**src/design/hbsc_pkg.sv**
```systemverilog
// Shared constants and carrier types for the bridge configuration register bank.
package hbsc_pkg;

  // Serial word framing: write flag, register address, then the data field.
  localparam int WORD_BITS = 16;
  localparam int DATA_BITS = 13;
  localparam int WRITE_POS = 15;
  localparam int ADDR_MSB = 14;
  localparam int ADDR_LSB = 13;
  localparam logic [4:0] WORD_COUNT = 5'h10;
  localparam logic [4:0] COUNT_MAX = 5'h1F;
  localparam logic [2:0] ANSWER_PAD = 3'h0;

  // Register addresses.
  localparam logic [1:0] ADDR_ID = 2'h0;
  localparam logic [1:0] ADDR_STATUS = 2'h1;
  localparam logic [1:0] ADDR_MASK = 2'h2;
  localparam logic [1:0] ADDR_CONFIG = 2'h3;

  // Field positions inside the mask register.
  localparam int MASK_DISABLE_POS = 12;

  // Reset values; the configuration default sets direction bit A but leaves the parallel pins in control.
  localparam logic [12:0] STATUS_RESET = 13'h0000;
  localparam logic [12:0] MASK_RESET = 13'h0000;
  localparam logic [12:0] CONFIG_RESET = 13'h0001;
  localparam logic [8:0] ID_PAD = 9'h000;
  localparam logic [3:0] REVISION_DEFAULT = 4'h1; // Arbitrary value.

  // Configuration and control register, bit 12 down to bit 0.
  typedef struct packed {
    logic standby_openload_test_en;
    logic test_mode_sel;
    logic aux_ctrl;
    logic [1:0] current_limit;
    logic [2:0] slew_sel;
    logic output_enable;
    logic half_bridge_mode;
    logic spi_ctrl_sel;
    logic spi_dir_bit_b;
    logic spi_dir_bit_a;
  } hbsc_cfg_t;

  // Fault condition levels from the analog side, bit 10 down to bit 0.
  typedef struct packed {
    logic charge_pump_low_flag;
    logic undervoltage_flag;
    logic overvoltage_flag;
    logic short_supply_out_b;
    logic short_supply_out_a;
    logic short_ground_out_b;
    logic short_ground_out_a;
    logic open_load_flag;
    logic overcurrent_flag;
    logic thermal_warning_flag;
    logic overtemperature_flag;
  } hbsc_fault_t;

  // All asynchronous inputs, carried together through the synchroniser.
  typedef struct packed {
    logic sclk;
    logic cs_n;
    logic mosi;
    logic parallel_pin_a;
    logic parallel_pin_b;
    logic standby_req;
    hbsc_fault_t faults;
  } hbsc_pins_t;

  localparam int PINS_BITS = $bits(hbsc_pins_t);
  localparam hbsc_pins_t PINS_RESET = '{cs_n: 1'b1, default: '0};

endpackage : hbsc_pkg

```
**src/design/hbsc_regs.sv**
```systemverilog
// Serial-reachable configuration, fault and identification registers of the bridge driver.
`timescale 1ns/1ns

// What this block does
// - Writing back the last-read value clears those bits, restoring register defaults.
// - In serial control the two direction bits set which output drives higher.
// - In parallel control both serial direction bits are ignored.
// - Source select 0 takes bridge control from the two parallel pins.
// - Source select 1 takes bridge control from the serial direction bits.
// - Topology bit picks full or half bridge; full bridge by default.
// - Two-bit field selects one of four current limit levels.
// - Three-bit field selects one of eight slew rate settings.
// - Test bit set runs an open-load test on the next standby entry.
// - The standby open-load test never runs in half-bridge operation.
// - Mask bit 0: overvoltage sets its flag and forces high-side recirculation.
// - Mask bit 1: overvoltage only sets its flag, outputs untouched.
// - Overvoltage recirculation is never applied in half-bridge operation.
module hbsc_regs #(
  parameter logic [3:0] REVISION = hbsc_pkg::REVISION_DEFAULT
) (
  input wire logic clock,
  input wire logic reset_n,
  input wire logic sclk,
  input wire logic cs_n,
  input wire logic mosi,
  output logic miso,
  output logic miso_oe,
  input wire logic parallel_pin_a,
  input wire logic parallel_pin_b,
  input wire logic standby_req,
  input wire hbsc_pkg::hbsc_fault_t fault_in,
  output logic bridge_output_a,
  output logic bridge_output_b,
  output logic half_bridge_mode,
  output logic output_enable,
  output logic [1:0] current_limit,
  output logic [2:0] slew_sel,
  output logic openload_test_start,
  output logic overvoltage_recirculate
);

  typedef struct packed {
    logic sclk_q;
    logic cs_q;
    logic standby_q;
    logic [15:0] shift_in;
    logic [15:0] shift_out;
    logic [4:0] bit_cnt;
    logic [1:0] answer_addr;
    logic [3:0][12:0] last_read;
    logic [12:0] status;
    logic [12:0] mask;
    hbsc_pkg::hbsc_cfg_t cfg;
    logic miso;
    logic miso_oe;
    logic drive_a;
    logic drive_b;
    logic openload_start;
    logic recirculate;
  } hbsc_state_t;

  hbsc_state_t st;
  hbsc_state_t next_st;
  hbsc_pkg::hbsc_pins_t pins_raw;
  hbsc_pkg::hbsc_pins_t pins;
  logic framing_set;
  logic [12:0] status_clear;
  logic [1:0] word_addr;
  logic [12:0] word_data;
  logic [12:0] answer_value;

  // Register read mux shared by the answer path.
  function automatic logic [12:0] reg_value(input logic [1:0] addr, input hbsc_state_t s);
    logic [12:0] value;
    value = '0;
    case (addr)
      hbsc_pkg::ADDR_ID: value = {hbsc_pkg::ID_PAD, REVISION};
      hbsc_pkg::ADDR_STATUS: value = s.status;
      hbsc_pkg::ADDR_MASK: value = s.mask;
      hbsc_pkg::ADDR_CONFIG: value = s.cfg;
      default: value = '0;
    endcase
    return value;
  endfunction : reg_value

  // Gather every asynchronous input for the synchroniser.
  assign pins_raw = '{sclk: sclk, cs_n: cs_n, mosi: mosi, parallel_pin_a: parallel_pin_a,
                      parallel_pin_b: parallel_pin_b, standby_req: standby_req,
                      faults: fault_in};

  hbsc_sync #(
    .WIDTH(hbsc_pkg::PINS_BITS),
    .RESET_VALUE(hbsc_pkg::PINS_RESET)
  ) u_sync (
    .clock(clock),
    .reset_n(reset_n),
    .async_in(pins_raw),
    .sync_out(pins)
  );

  // Decoded fields of the word received in the frame just closed.
  assign word_addr = st.shift_in[hbsc_pkg::ADDR_MSB:hbsc_pkg::ADDR_LSB];
  assign word_data = st.shift_in[hbsc_pkg::DATA_BITS-1:0];
  assign answer_value = reg_value(st.answer_addr, st);

  // Serial shifting, register writes, fault capture and bridge control.
  always_comb begin
    next_st = st;
    framing_set = 1'b0;
    status_clear = '0;
    next_st.sclk_q = pins.sclk;
    next_st.cs_q = pins.cs_n;
    next_st.standby_q = pins.standby_req;
    next_st.miso_oe = !pins.cs_n;

    if (!pins.cs_n && st.cs_q) begin
      // Frame start: load the answer selected by the previous frame.
      next_st.shift_out = {hbsc_pkg::ANSWER_PAD, answer_value};
      next_st.last_read[st.answer_addr] = answer_value;
      next_st.miso = 1'b0; // The zero pad bit leads every answer.
      next_st.bit_cnt = '0;
    end else if (!pins.cs_n) begin
      // Sample on the rising serial edge, shift out on the falling one.
      if (pins.sclk && !st.sclk_q) begin
        next_st.shift_in = {st.shift_in[14:0], pins.mosi};
        if (st.bit_cnt != hbsc_pkg::COUNT_MAX) begin
          next_st.bit_cnt = st.bit_cnt + 5'h01;
        end
      end
      if (!pins.sclk && st.sclk_q) begin
        next_st.shift_out = {st.shift_out[14:0], 1'b0};
        next_st.miso = st.shift_out[14];
      end
    end

    if (pins.cs_n && !st.cs_q) begin
      // Frame end: a word of the wrong length is flagged and discarded.
      if (st.bit_cnt != hbsc_pkg::WORD_COUNT) begin
        framing_set = 1'b1;
      end else begin
        next_st.answer_addr = word_addr;
        if (st.shift_in[hbsc_pkg::WRITE_POS]) begin
          case (word_addr)
            hbsc_pkg::ADDR_STATUS: begin
              status_clear = word_data & st.last_read[hbsc_pkg::ADDR_STATUS];
            end
            hbsc_pkg::ADDR_MASK: begin
              if (word_data == st.last_read[hbsc_pkg::ADDR_MASK]) begin
                next_st.mask = hbsc_pkg::MASK_RESET;
              end else begin
                next_st.mask = word_data;
              end
            end
            hbsc_pkg::ADDR_CONFIG: begin
              if (word_data == st.last_read[hbsc_pkg::ADDR_CONFIG]) begin
                next_st.cfg = hbsc_pkg::CONFIG_RESET;
              end else begin
                next_st.cfg = word_data;
              end
            end
            default: begin
            end
          endcase
        end
      end
    end

    // Sticky fault flags; a new event wins over a clear in the same cycle.
    next_st.status = (st.status & ~status_clear) | {1'b0, framing_set, pins.faults};

    // Bridge direction from the selected control source.
    if (st.cfg.spi_ctrl_sel) begin
      next_st.drive_a = st.cfg.spi_dir_bit_a;
      next_st.drive_b = st.cfg.spi_dir_bit_b;
    end else begin
      next_st.drive_a = pins.parallel_pin_a;
      next_st.drive_b = pins.parallel_pin_b;
    end

    // Open-load test request on standby entry, full bridge only.
    next_st.openload_start = pins.standby_req && !st.standby_q
                             && st.cfg.standby_openload_test_en
                             && !st.cfg.half_bridge_mode;

    // High-side recirculation while overvoltage persists, unless masked or half bridge.
    next_st.recirculate = pins.faults.overvoltage_flag
                          && !st.mask[hbsc_pkg::MASK_DISABLE_POS]
                          && !st.cfg.half_bridge_mode;
  end

  // State register with constant reset values.
  always_ff @(posedge clock or negedge reset_n) begin
    if (!reset_n) begin
      st <= '{cs_q: 1'b1, last_read: '0, status: hbsc_pkg::STATUS_RESET,
              mask: hbsc_pkg::MASK_RESET, cfg: hbsc_pkg::CONFIG_RESET, default: '0};
    end else begin
      st <= next_st;
    end
  end

  // Every output comes straight from the state register.
  assign miso = st.miso;
  assign miso_oe = st.miso_oe;
  assign bridge_output_a = st.drive_a;
  assign bridge_output_b = st.drive_b;
  assign half_bridge_mode = st.cfg.half_bridge_mode;
  assign output_enable = st.cfg.output_enable;
  assign current_limit = st.cfg.current_limit;
  assign slew_sel = st.cfg.slew_sel;
  assign openload_test_start = st.openload_start;
  assign overvoltage_recirculate = st.recirculate;

endmodule : hbsc_regs

```
**src/design/hbsc_sync.sv**
```systemverilog
// Two-stage synchroniser for a bundle of asynchronous inputs.
`timescale 1ns/1ns
module hbsc_sync #(
  parameter int WIDTH = 1,
  parameter logic [WIDTH-1:0] RESET_VALUE = '0
) (
  input wire logic clock,
  input wire logic reset_n,
  input wire logic [WIDTH-1:0] async_in,
  output logic [WIDTH-1:0] sync_out
);

  typedef struct packed {
    logic [WIDTH-1:0] stage1;
    logic [WIDTH-1:0] stage2;
  } hbsc_sync_state_t;

  hbsc_sync_state_t st;
  hbsc_sync_state_t next_st;

  // The first stage feeds only the second stage.
  always_comb begin
    next_st.stage1 = async_in;
    next_st.stage2 = st.stage1;
  end

  // Both stages settle to the idle value under reset.
  always_ff @(posedge clock or negedge reset_n) begin
    if (!reset_n) begin
      st <= '{stage1: RESET_VALUE, stage2: RESET_VALUE};
    end else begin
      st <= next_st;
    end
  end

  assign sync_out = st.stage2;

endmodule : hbsc_sync

```
**config.mk**
```make
export PLATFORM = sky130hd
export DESIGN_NAME = hbsc_regs
export DESIGN_NICKNAME = d
export VERILOG_FILES = /design/src/design/hbsc_pkg.sv /design/src/design/hbsc_regs.sv /design/src/design/hbsc_sync.sv
export SDC_FILE = /design/constraint.sdc
export NUM_CORES = 1
export LEC_CHECK = 0
export BUFFER_PORTS_ARGS = -buffer_cell sky130_fd_sc_hd__buf_4
export CAP_MARGIN = 25
export CORE_AREA = 2 2 106 185
export DETAILED_ROUTE_END_ITERATION = 12
export DIE_AREA = 0 0 108 187
export SYNTH_ARGS = -nofsm -noshare
export SYNTH_HDL_FRONTEND = slang
export SYNTH_HIERARCHICAL = 1
export SYNTH_SLANG_ARGS = --single-unit
export TNS_END_PERCENT = 30
```
**constraint.sdc**
```tcl
create_clock -name clock -period 1.7 [get_ports clock]
set_input_delay 0.085 -clock clock [delete_from_list [all_inputs] [get_ports clock]]
set_output_delay 0.085 -clock clock [all_outputs]
set_load 0.02 [all_outputs]
```
==> results of run 1 <==
==> critical path: cells and delay by family (launching register included) <==
| kind | cells | cell delay, ns |
|---|---|---|
| and+or+nand+nor | 4 | 0.65 |
| DFF | 1 | 0.39 |
| buffers and inverters | 3 | 0.34 |
| AOI/OAI and AO/OA | 1 | 0.19 |
| adders and majority gates | 1 | 0.16 |
==> cell type report <==
class | instances | area (um^2)
fill | 1714 | 10600
clock buffer | 20 | 457
tap | 241 | 302
sequential | 159 | 3980
clock inverter | 12 | 136
timing repair buffer | 115 | 1070
multi-input combinational | 343 | 2290
inverter | 7 | 26.3
==> how the worst max path moves through the flow <==
stage / end / slack (ns)
CTS: st[43]$_DFF_PN0_ / -0.14
finish: st[43]$_DFF_PN0_ / -0.15
detailed placement: st[20]$_DFFE_PN0P_ / -0.20
global route: st[6]$_DFFE_PN1P_ / -0.25
global placement: st[19]$_DFFE_PN0P_ / -0.15
floorplan: st[19]$_DFFE_PN0P_ / -0.07
==> layer usage <==
metal  wire, um  global-route usage [%]  part of all wire [%]
met2       8740                    30.0                    57
met4        550                    7.94                   3.6
met1       5610                    17.5                    37
met5          0                       0                     0
met3        395                    3.28                   2.6
==> logic make-up after synthesis <==
logic type	count (synthesis)
AND/OR/NAND/NOR	153
XOR/XNOR	29
multiplexers	34
AO/OA/AOI/OAI	124
buffers and inverters	48
flip-flops	159
adder cells (fa/ha/maj)	3
==> per-stage QoR <==
stage | total power [mW] | util [%] | worst slack (ns)
finish | 8.72 | 43.8 | -0.150
floorplan | 4.53 | - | -0.0712
CTS | 8.79 | 43.0 | -0.136
global placement | 4.89 | 38.5 | -0.153
global route | 9.05 | 43.8 | -0.248
detailed placement | 4.91 | 38.5 | -0.196
==> cells in the mapped netlist, drive strengths merged, types with 4 or more instances <==
| cell type | number |
|---|---|
| dfstp | 4 |
| nand3 | 14 |
| buf | 24 |
| inv | 7 |
| mux2 | 27 |
| nor2 | 9 |
| nand2 | 104 |
| xnor2 | 15 |
| dfrtp | 155 |
| a21o | 11 |
| nor4 | 4 |
| a22oi | 23 |
| nand4 | 5 |
| o21ai | 86 |
| xor2 | 14 |
| mux2i | 7 |
| clkbuf | 17 |
==> state kept, by name, summed over array words and instances (netlist names), 2 cells and up <==
name and count:
slew_sel 3, current_limit 2, u_sync/sync_out 17, u_sync/next_st 17, st 112
==> what timing repair did <==
action	CTS	global route
endpoints found under the setup margin	51	87
hold endpoints to repair	66	0
hold buffers	18	0
gates resized for setup	14	31
buffers inserted	4	3
pin swaps	18	11
gates cloned	0	2
==> power breakdown <==
group,total [mW],switching (mW),internal [mW]
clock network,3.80,1.55,2.25
registers,3.97,0.0744,3.89
logic,0.957,0.527,0.430
total,8.72,2.15,6.57
==> results.yml, run 1 <==
placement:
  placed_cells: 838
  post-dp-hpwl_um: 10600
  port_buffers: 31
  place.gp.congestion: 0.800
  place_area_mm2: 0.00727
global_routing:
  grt_max_degree: 54
  grt_pass1_wl_um: 25000
  antenna_found_initial: 0
  grt_pass1_vias: 4742
  grt_usage_pct: 16.4
  overflow: 0
worst_setup_path:
  r2r_slack_ns: -0.15
  r2r-end: "st[43]$_DFF_PN0_"
  critPathLaunchType: "flop"
  crit_fanout: 5
  worstPathCellList: "inv_1 -> ha_2 -> nand4bb_1 -> or2_4 -> nor3_4 -> buf_4 -> buf_8 -> nand3_2 -> a32o_1"
  arrival_ns: 2.17
  cp-end-kind: "flop"
  cp_slowest_stage_delay_ns: 0.39
  critPathSlowestCell: "dfrtp_1"
  r2r_start: "st[100]$_DFFE_PN0P_"
  critPathKind: "flop to flop"
  rr_worst_depth: 9
  cp_data_required_time_ns: 2.02
  cp-startpoint: "st[100]$_DFFE_PN0P_"
sta:
  rsz0062_at_grt: "yes"
  hold_ws_ns: 0.170
  max_freq_mhz: 540
  skew_ns: 0.0127
  slew_violations: 0
  tightest_slew_ns: 0.650
  setup_ws_ns: -0.150
  setup_violations: 42
  fin_crit_sh_pct: 109
  hold_viol: 0
  min_period_ns: 1.85
  timing.max_slew.rel_slack_pct: 56.2
  setup_tns_ns: -3.75
logic_synthesis:
  synth_fa_ha_area_share_pct: 0.585
  synth_area_leader_cell: "dfrtp_1"
  syn_area_mm2: 0.00642
  synthMuxAreaShare_pct: 5.83
  yosysSeqAreaShare_pct: 62.1
  yosys.area.top_type_share_pct: 60.4
  postSynth.asyncResetShare_pct: 100
  synth.area.top_cells: "dfrtp_1 (60%), nand2_1 (6.1%), o21ai_0 (5.1%)"
  synth_compound_area_share_pct: 12.4
  synth_edf_count: 0
  yosys.area_share.simple_pct: 11.1
  synth_top_family_by_area: "compound AO/OA/AOI/OAI gates"
  yosys.area_share.xor_xnor_pct: 3.96
  syn_avg_cell_area_um2: 11.7
  yosys_warnings: 6
  synthCells: 550
  yosysUniqueCellTypes: 41
  synth-main-ff-cell: "dfrtp_1"
  ys_seq_elements: 159
  syn_nets: 572
power:
  leakage_nw: 3.61
  power.density_mw_per_mm2: 1050
  max-vdd-ir-drop_uv: 485
detailed_routing:
  route.vias.total: 4376
  post-route-drc-count: 0
  drt_wl_total_um: 15300
  antenna_left: 0
  drtIter0Drc: 197
  wl_per_cell_um: 17.0
  viasPerCell: 4.88
  first_pass_iters: 4
clock_tree:
  clk_latency_ns: 0.43
  cts_buffer_depth: 2
  numCtsBuffers: 17
  cts_tree: "done"
  path_clk_slew_ns: 0.06
  ctsRootBufferMaster: "clkbuf_16"
  ctsHtreeMaxLevel: 4
  cts_sinks: 159
layout:
  fin_nets: 665
  diodes: 0
  final_cell_mix: "dfrtp_1 (155), nand2_1 (97), buf_4 (77)"
  area_growth_pct: 28.9
  fin_area_mm2: 0.00827
  final_common_cell: "dfrtp_1"
  drive_gt1_share_pct: 32.5
  final_cells: 897
floorplanning:
  die_x_um: 108
  io-pin-count: 32
  dieArea_mm2: 0.0202
  die_height_um: 187
  placementRows: 67
  core_area_mm2: 0.0189
  start_util_pct: 34.0
outcome:
  outcome: "finished, violations left"
  violations: "setup timing"
flow_run:
  maxCapViolCount: 0
hold_path:
  hp-class: "input port to asynchronous set/reset pin"
Note: power is estimated with default switching activity, not from simulation.
==> inputs of run 2 (changes only) <==
Settings changed: CORE_AREA 2 2 106 185 to 2 2 108 188, DIE_AREA 0 0 108 187 to 0 0 110 190, REMOVE_ABC_BUFFERS from default to 1, SYNTH_HIERARCHICAL 1 to default.
==> results.yml, run 2 <==
outcome:
  outcome: "finished, violations left"
  violations: "setup timing"
sta:
  setup_ws_ns: -0.122
  hold_ws_ns: 0.184
  setup_violations: 31
  tightest_slew_ns: 0.511
  rsz0062_at_grt: "yes"
  max_freq_mhz: 549
  skew_ns: 0.00675
  fin_crit_sh_pct: 107
  min_period_ns: 1.82
  hold_viol: 0
  slew_violations: 0
  timing.max_slew.rel_slack_pct: 65.9
worst_setup_path:
  r2r_start: "st[100]$_DFFE_PN0P_"
  crit_fanout: 3
  cp-end-kind: "flop"
  cp_data_required_time_ns: 2.01
  critPathSlowestCell: "dfrtp_1"
  critPathLaunchType: "flop"
  critPathKind: "flop to flop"
  worstPathCellList: "ha_2 -> and3_4 -> ha_4 -> nor4b_4 -> buf_4 -> nand4_1 -> xor2_1 -> nor2_1"
  endpoint: "st[102]$_DFFE_PN0P_"
  arrival_ns: 2.14
  r2r_slack_ns: -0.12
  cp-startpoint: "st[100]$_DFFE_PN0P_"
  r2r-end: "st[102]$_DFFE_PN0P_"
  rr_worst_depth: 8
  cp_slowest_stage_delay_ns: 0.40
placement:
  place_area_mm2: 0.00737
  post-dp-hpwl_um: 10400
  place.gp.congestion: 0.844
  port_buffers: 31
  placed_cells: 811
power:
  leakage_nw: 3.64
  max-vdd-ir-drop_uv: 687
  power_mw: 8.72
  power.density_mw_per_mm2: 1050
detailed_routing:
  route.vias.total: 4438
  wl_per_cell_um: 18.0
  antenna_left: 0
  wl_met2_um: 8790
  viasPerCell: 5.10
  drt_wl_total_um: 15700
  wl_met1_um: 5850
  first_pass_iters: 5
  top_layer: "met4"
  post-route-drc-count: 0
  met3_wirelength_um: 470
  drtIter0Drc: 237
floorplanning:
  die_height_um: 190
  core_area_mm2: 0.0195
  dieArea_mm2: 0.0209
  start_util_pct: 34.1
  die_x_um: 110
  io-pin-count: 32
  placementRows: 68
logic_synthesis:
  yosys.area.top_type_share_pct: 58.3
  synth_compound_area_share_pct: 9.98
  synth_top_family_by_area: "multiplexers"
  yosysMostFrequentCell: "dfrtp_1"
  ys_seq_elements: 159
  synth.top_cells.by_count: "dfrtp_1 (155), mux2_2 (56), nand2_1 (48)"
  postSynth.asyncResetShare_pct: 100
  synth-main-ff-cell: "dfrtp_1"
  synth_area_leader_cell: "dfrtp_1"
  yosysSeqAreaShare_pct: 59.9
  yosysUniqueCellTypes: 46
  yosys.area_share.simple_pct: 9.84
  synthCells: 534
  synth.area.top_cells: "dfrtp_1 (58%), mux2_2 (9.5%), xnor2_1 (3.6%)"
  syn_area_mm2: 0.00665
  synth_edf_count: 0
  synthMuxAreaShare_pct: 11.8
  syn_avg_cell_area_um2: 12.4
  yosys_warnings: 0
  yosys.area_share.xor_xnor_pct: 3.82
  synth_fa_ha_area_share_pct: 0.565
hold_path:
  hp-class: "input port to asynchronous set/reset pin"
global_routing:
  overflow: 0
  grt_pass1_wl_um: 24900
  grt_usage_pct: 15.9
  grt_pass1_vias: 4714
  grt_max_degree: 54
  antenna_found_initial: 0
clock_tree:
  numCtsBuffers: 17
  cts_tree: "done"
  clk_latency_ns: 0.42
  cts_sinks: 159
  ctsRootBufferMaster: "clkbuf_16"
  path_clk_slew_ns: 0.06
  ctsHtreeMaxLevel: 4
  cts_buffer_depth: 2
layout:
  multi_input_comb_area_mm2: 0.00249
  regMostFlops: "st"
  final_common_cell: "dfrtp_1"
  diodes: 0
  fin_nets: 635
  area_growth_pct: 25.6
  drive_gt1_share_pct: 31.9
  largest_register_ffs: 112
  ff_latch_area_mm2: 0.00399
  final_cells: 871
  final_cell_mix: "dfrtp_1 (154), buf_4 (73), mux2_2 (56)"
  fill_cells: 1750
  fin_area_mm2: 0.00835
flow_run:
  maxCapViolCount: 0
run 2: cell types whose count changed in the layout (fill, tap and decap cells not counted), moves of 11 or more:
cell,before,now
o21ai_0,59,23
nand2_1,97,47
a211oi_1,0,12
a21oi_1,0,26
xor2_1,13,2
mux2_2,27,56
o21ai_2,21,0
o21ai_1,6,20
nand2b_1,2,16
run 2: power by group:
group	leakage (nW)	internal [mW]	switching [mW]
clock network	0.286	2.38	1.48
registers	2.04	3.90	0.125
logic	1.31	0.400	0.437
total	3.64	6.68	2.04
run 2: metal layers:
layer | GRT usage [%] | vias up
li1 | - | 2014
met1 | 17.5 | 2285
met2 | 28.4 | 106
met3 | 3.19 | 33
met4 | 8.18 | 0
met5 | 0 | -
run 2: layout make-up:
| type | instances | area share, % |
|---|---|---|
| Multi-Input combinational cell | 325 | 29.8 |
| Sequential cell | 159 | 47.7 |
| Inverter | 7 | 0.315 |
| Clock inverter | 10 | 1.63 |
| Timing Repair Buffer | 103 | 11.2 |
| Clock buffer | 22 | 5.56 |
| Tap cell | 245 | 3.67 |
run 2: cell families after synthesis:
logic type	count (synthesis)
mux	71
flops	159
buf+inv	51
compound gates	111
simple gates	110
fa+ha+maj	3
xor+xnor	29
run 2: worst min path at each step:
stage,startpoint,end,slack (ns),cells past startpoint
floorplan,reset_n,bridge_output_a$_DFF_PN0_,-0.21,0
global placement,reset_n,st[29]$_DFFE_PN0P_,0.06,1
detailed placement,reset_n,st[29]$_DFFE_PN0P_,0.07,1
CTS,reset_n,st[126]$_DFFE_PN0P_,0.20,2
global route,reset_n,st[28]$_DFFE_PN0P_,0.23,2
finish,reset_n,st[28]$_DFFE_PN0P_,0.18,2
run 2: per-stage QoR:
step	worst slack, ns	TNS [ns]	util, %
floorplan	-0.385	-14.33	-
global placement	-0.0905	-0.680	37.8
detailed placement	-0.227	-3.36	37.8
CTS	-0.0965	-0.688	42.5
global route	-0.217	-4.89	42.8
finish	-0.122	-1.61	42.8
run 2: critical path, delay by kind of cell (launching register included):
| family | cells | cell delay (ns) |
|---|---|---|
| XOR/XNOR | 1 | 0.16 |
| buffers and inverters | 1 | 0.16 |
| AND/OR/NAND/NOR | 4 | 0.63 |
| flip-flops | 1 | 0.40 |
| adder cells (fa/ha/maj) | 2 | 0.36 |
run 2: timing repair:
item                       CTS  global route
pin swaps                    6             4
hold buffers                18             0
hold endpoints to repair    64             0
gates cloned                 2             1
setup endpoints to repair   69            60
buffers inserted             4             3
gates resized for setup     19             3
==> inputs of run 3 (changes only) <==
Settings changed: CTS_BUF_LIST from default to sky130_fd_sc_hd__clkbuf_16, PLACE_DENSITY from default to 0.58.
==> results.yml, run 3 (synthesis gave the netlist of run 2 again) <==
detailed_routing:
  antenna_left: 0
  drt_wl_total_um: 15800
  drtIter0Drc: 219
  route.vias.total: 4318
  post-route-drc-count: 0
  first_pass_iters: 4
  wl_per_cell_um: 18.2
  viasPerCell: 4.97
global_routing:
  overflow: 0
  grt_pass1_vias: 4770
  use_met3_pct: 2.81
  antenna_found_initial: 0
  grt_use_met2_pct: 29.2
  grt_max_degree: 51
  grt_pass1_wl_um: 25200
  busiest_layer: "met2"
  grt_usage_pct: 16.1
  grt_use_met1_pct: 17.3
layout:
  final_cells: 869
  fin_area_mm2: 0.00835
  ff_latch_area_mm2: 0.00398
  final_common_cell: "dfrtp_1"
  diodes: 0
  multi_input_comb_area_mm2: 0.00247
  fill_cells: 1770
  area_growth_pct: 25.6
  fin_nets: 633
  largest_register_ffs: 112
  final_cell_mix: "dfrtp_1 (155), buf_4 (68), mux2_2 (56)"
  regMostFlops: "st"
  drive_gt1_share_pct: 31.9
clock_tree:
  clk_latency_ns: 0.41
  path_clk_slew_ns: 0.06
  cts_tree: "done"
  ctsHtreeMaxLevel: 4
  numCtsBuffers: 17
  cts_buffer_depth: 2
  ctsRootBufferMaster: "clkbuf_16"
  cts_sinks: 159
worst_setup_path:
  arrival_ns: 2.14
  r2r_start: "st[100]$_DFFE_PN0P_"
  critPathKind: "flop to flop"
  r2r-end: "st[102]$_DFFE_PN0P_"
  cp_data_required_time_ns: 2.00
  critPathLaunchType: "flop"
  cp-end-kind: "flop"
  r2r_slack_ns: -0.14
  rr_worst_depth: 7
  cp-startpoint: "st[100]$_DFFE_PN0P_"
  crit_fanout: 3
  endpoint: "st[102]$_DFFE_PN0P_"
sta:
  tightest_slew_ns: 0.589
  slew_violations: 0
  setup_violations: 34
  timing.max_slew.rel_slack_pct: 60.7
  hold_ws_ns: 0.214
  hold_viol: 0
  fin_crit_sh_pct: 108
  min_period_ns: 1.84
  rsz0062_at_grt: "yes"
  skew_ns: 0.00630
  setup_ws_ns: -0.138
  max_freq_mhz: 544
  setup_tns_ns: -1.46
power:
  leakage_nw: 3.62
  power.density_mw_per_mm2: 1040
  p_sw_mw: 2.09
  p_seq_share_pct: 46.4
  internal-power_mw: 6.59
  clkPwrFrac_pct: 44.8
  p_comb_share_pct: 8.8
  sw_frac_of_total_pct: 24.1
  max-vdd-ir-drop_uv: 637
placement:
  place.gp.congestion: 0.822
  post-dp-hpwl_um: 10400
  place_area_mm2: 0.00738
  port_buffers: 31
  placed_cells: 811
  dp_slack_ns: -0.176
flow_run:
  maxCapViolCount: 0
floorplanning:
  start_util_pct: 34.1
  io-pin-count: 32
  die_x_um: 110
  placementRows: 68
  die_height_um: 190
  core_area_mm2: 0.0195
  dieArea_mm2: 0.0209
hold_path:
  hp-class: "input port to asynchronous set/reset pin"
outcome:
  outcome: "finished, violations left"
  violations: "setup timing"
## run 3: metal layers
metal,share of wire (%),wire length [um]
met1,38,5970
met4,3.5,559
met5,0,0
met3,1.8,279
met2,57,9000
## run 3: critical path, stage by stage, from the launching register on
cell and delay [ns]:
dfrtp_1 0.40, ha_2 0.21, and3_4 0.19, ha_4 0.16, nor4b_4 0.29, nand4_1 0.19, xor2_1 0.22, nor2_1 0.06
## run 3: timing repair
action                                  in CTS  in global routing
hold buffers                                18                  0
pin swaps                                    5                  8
gates resized for setup                     13                  7
setup buffers                                3                  2
cloned                                       1                  2
endpoints found under the hold margin       61                  0
endpoints found under the setup margin      43                 58
## run 3: how the worst min path moves through the flow
stage | startpoint | to | slack, ns | depth (start not counted)
2_1_floorplan | reset_n | bridge_output_a$_DFF_PN0_ | -0.21 | 0
3_3_place_gp | reset_n | st[129]$_DFFE_PN0P_ | 0.07 | 1
3_5_place_dp | reset_n | st[80]$_DFFE_PN0P_ | 0.08 | 1
4_1_cts | reset_n | st[129]$_DFFE_PN0P_ | 0.20 | 2
5_1_grt | reset_n | st[89]$_DFFE_PN0P_ | 0.25 | 2
6_report | reset_n | st[27]$_DFFE_PN0P_ | 0.21 | 2
## run 3: power by group through the flow
stage	registers, mW	logic (mW)	clock network [mW]
CTS	4.03	0.772	3.99
global route	4.04	0.834	4.17
finish	4.03	0.763	3.89
global placement	4.09	0.700	0
floorplan	4.09	0.300	0
detailed placement	4.10	0.715	0
## run 3: per-stage QoR
stage | total power [mW] | util, %
global placement | 4.79 | 37.9
global route | 9.04 | 42.8
floorplan | 4.39 | -
finish | 8.68 | 42.8
detailed placement | 4.82 | 37.9
CTS | 8.79 | 42.4
## run 3: area by class of cell
class	instances	share of cell area [%]
Clock buffer	17	5.10
Multi-Input combinational cell	325	29.6
Clock inverter	15	2.22
Inverter	7	0.315
Sequential cell	159	47.7
Tap cell	245	3.67
Timing Repair Buffer	101	11.4
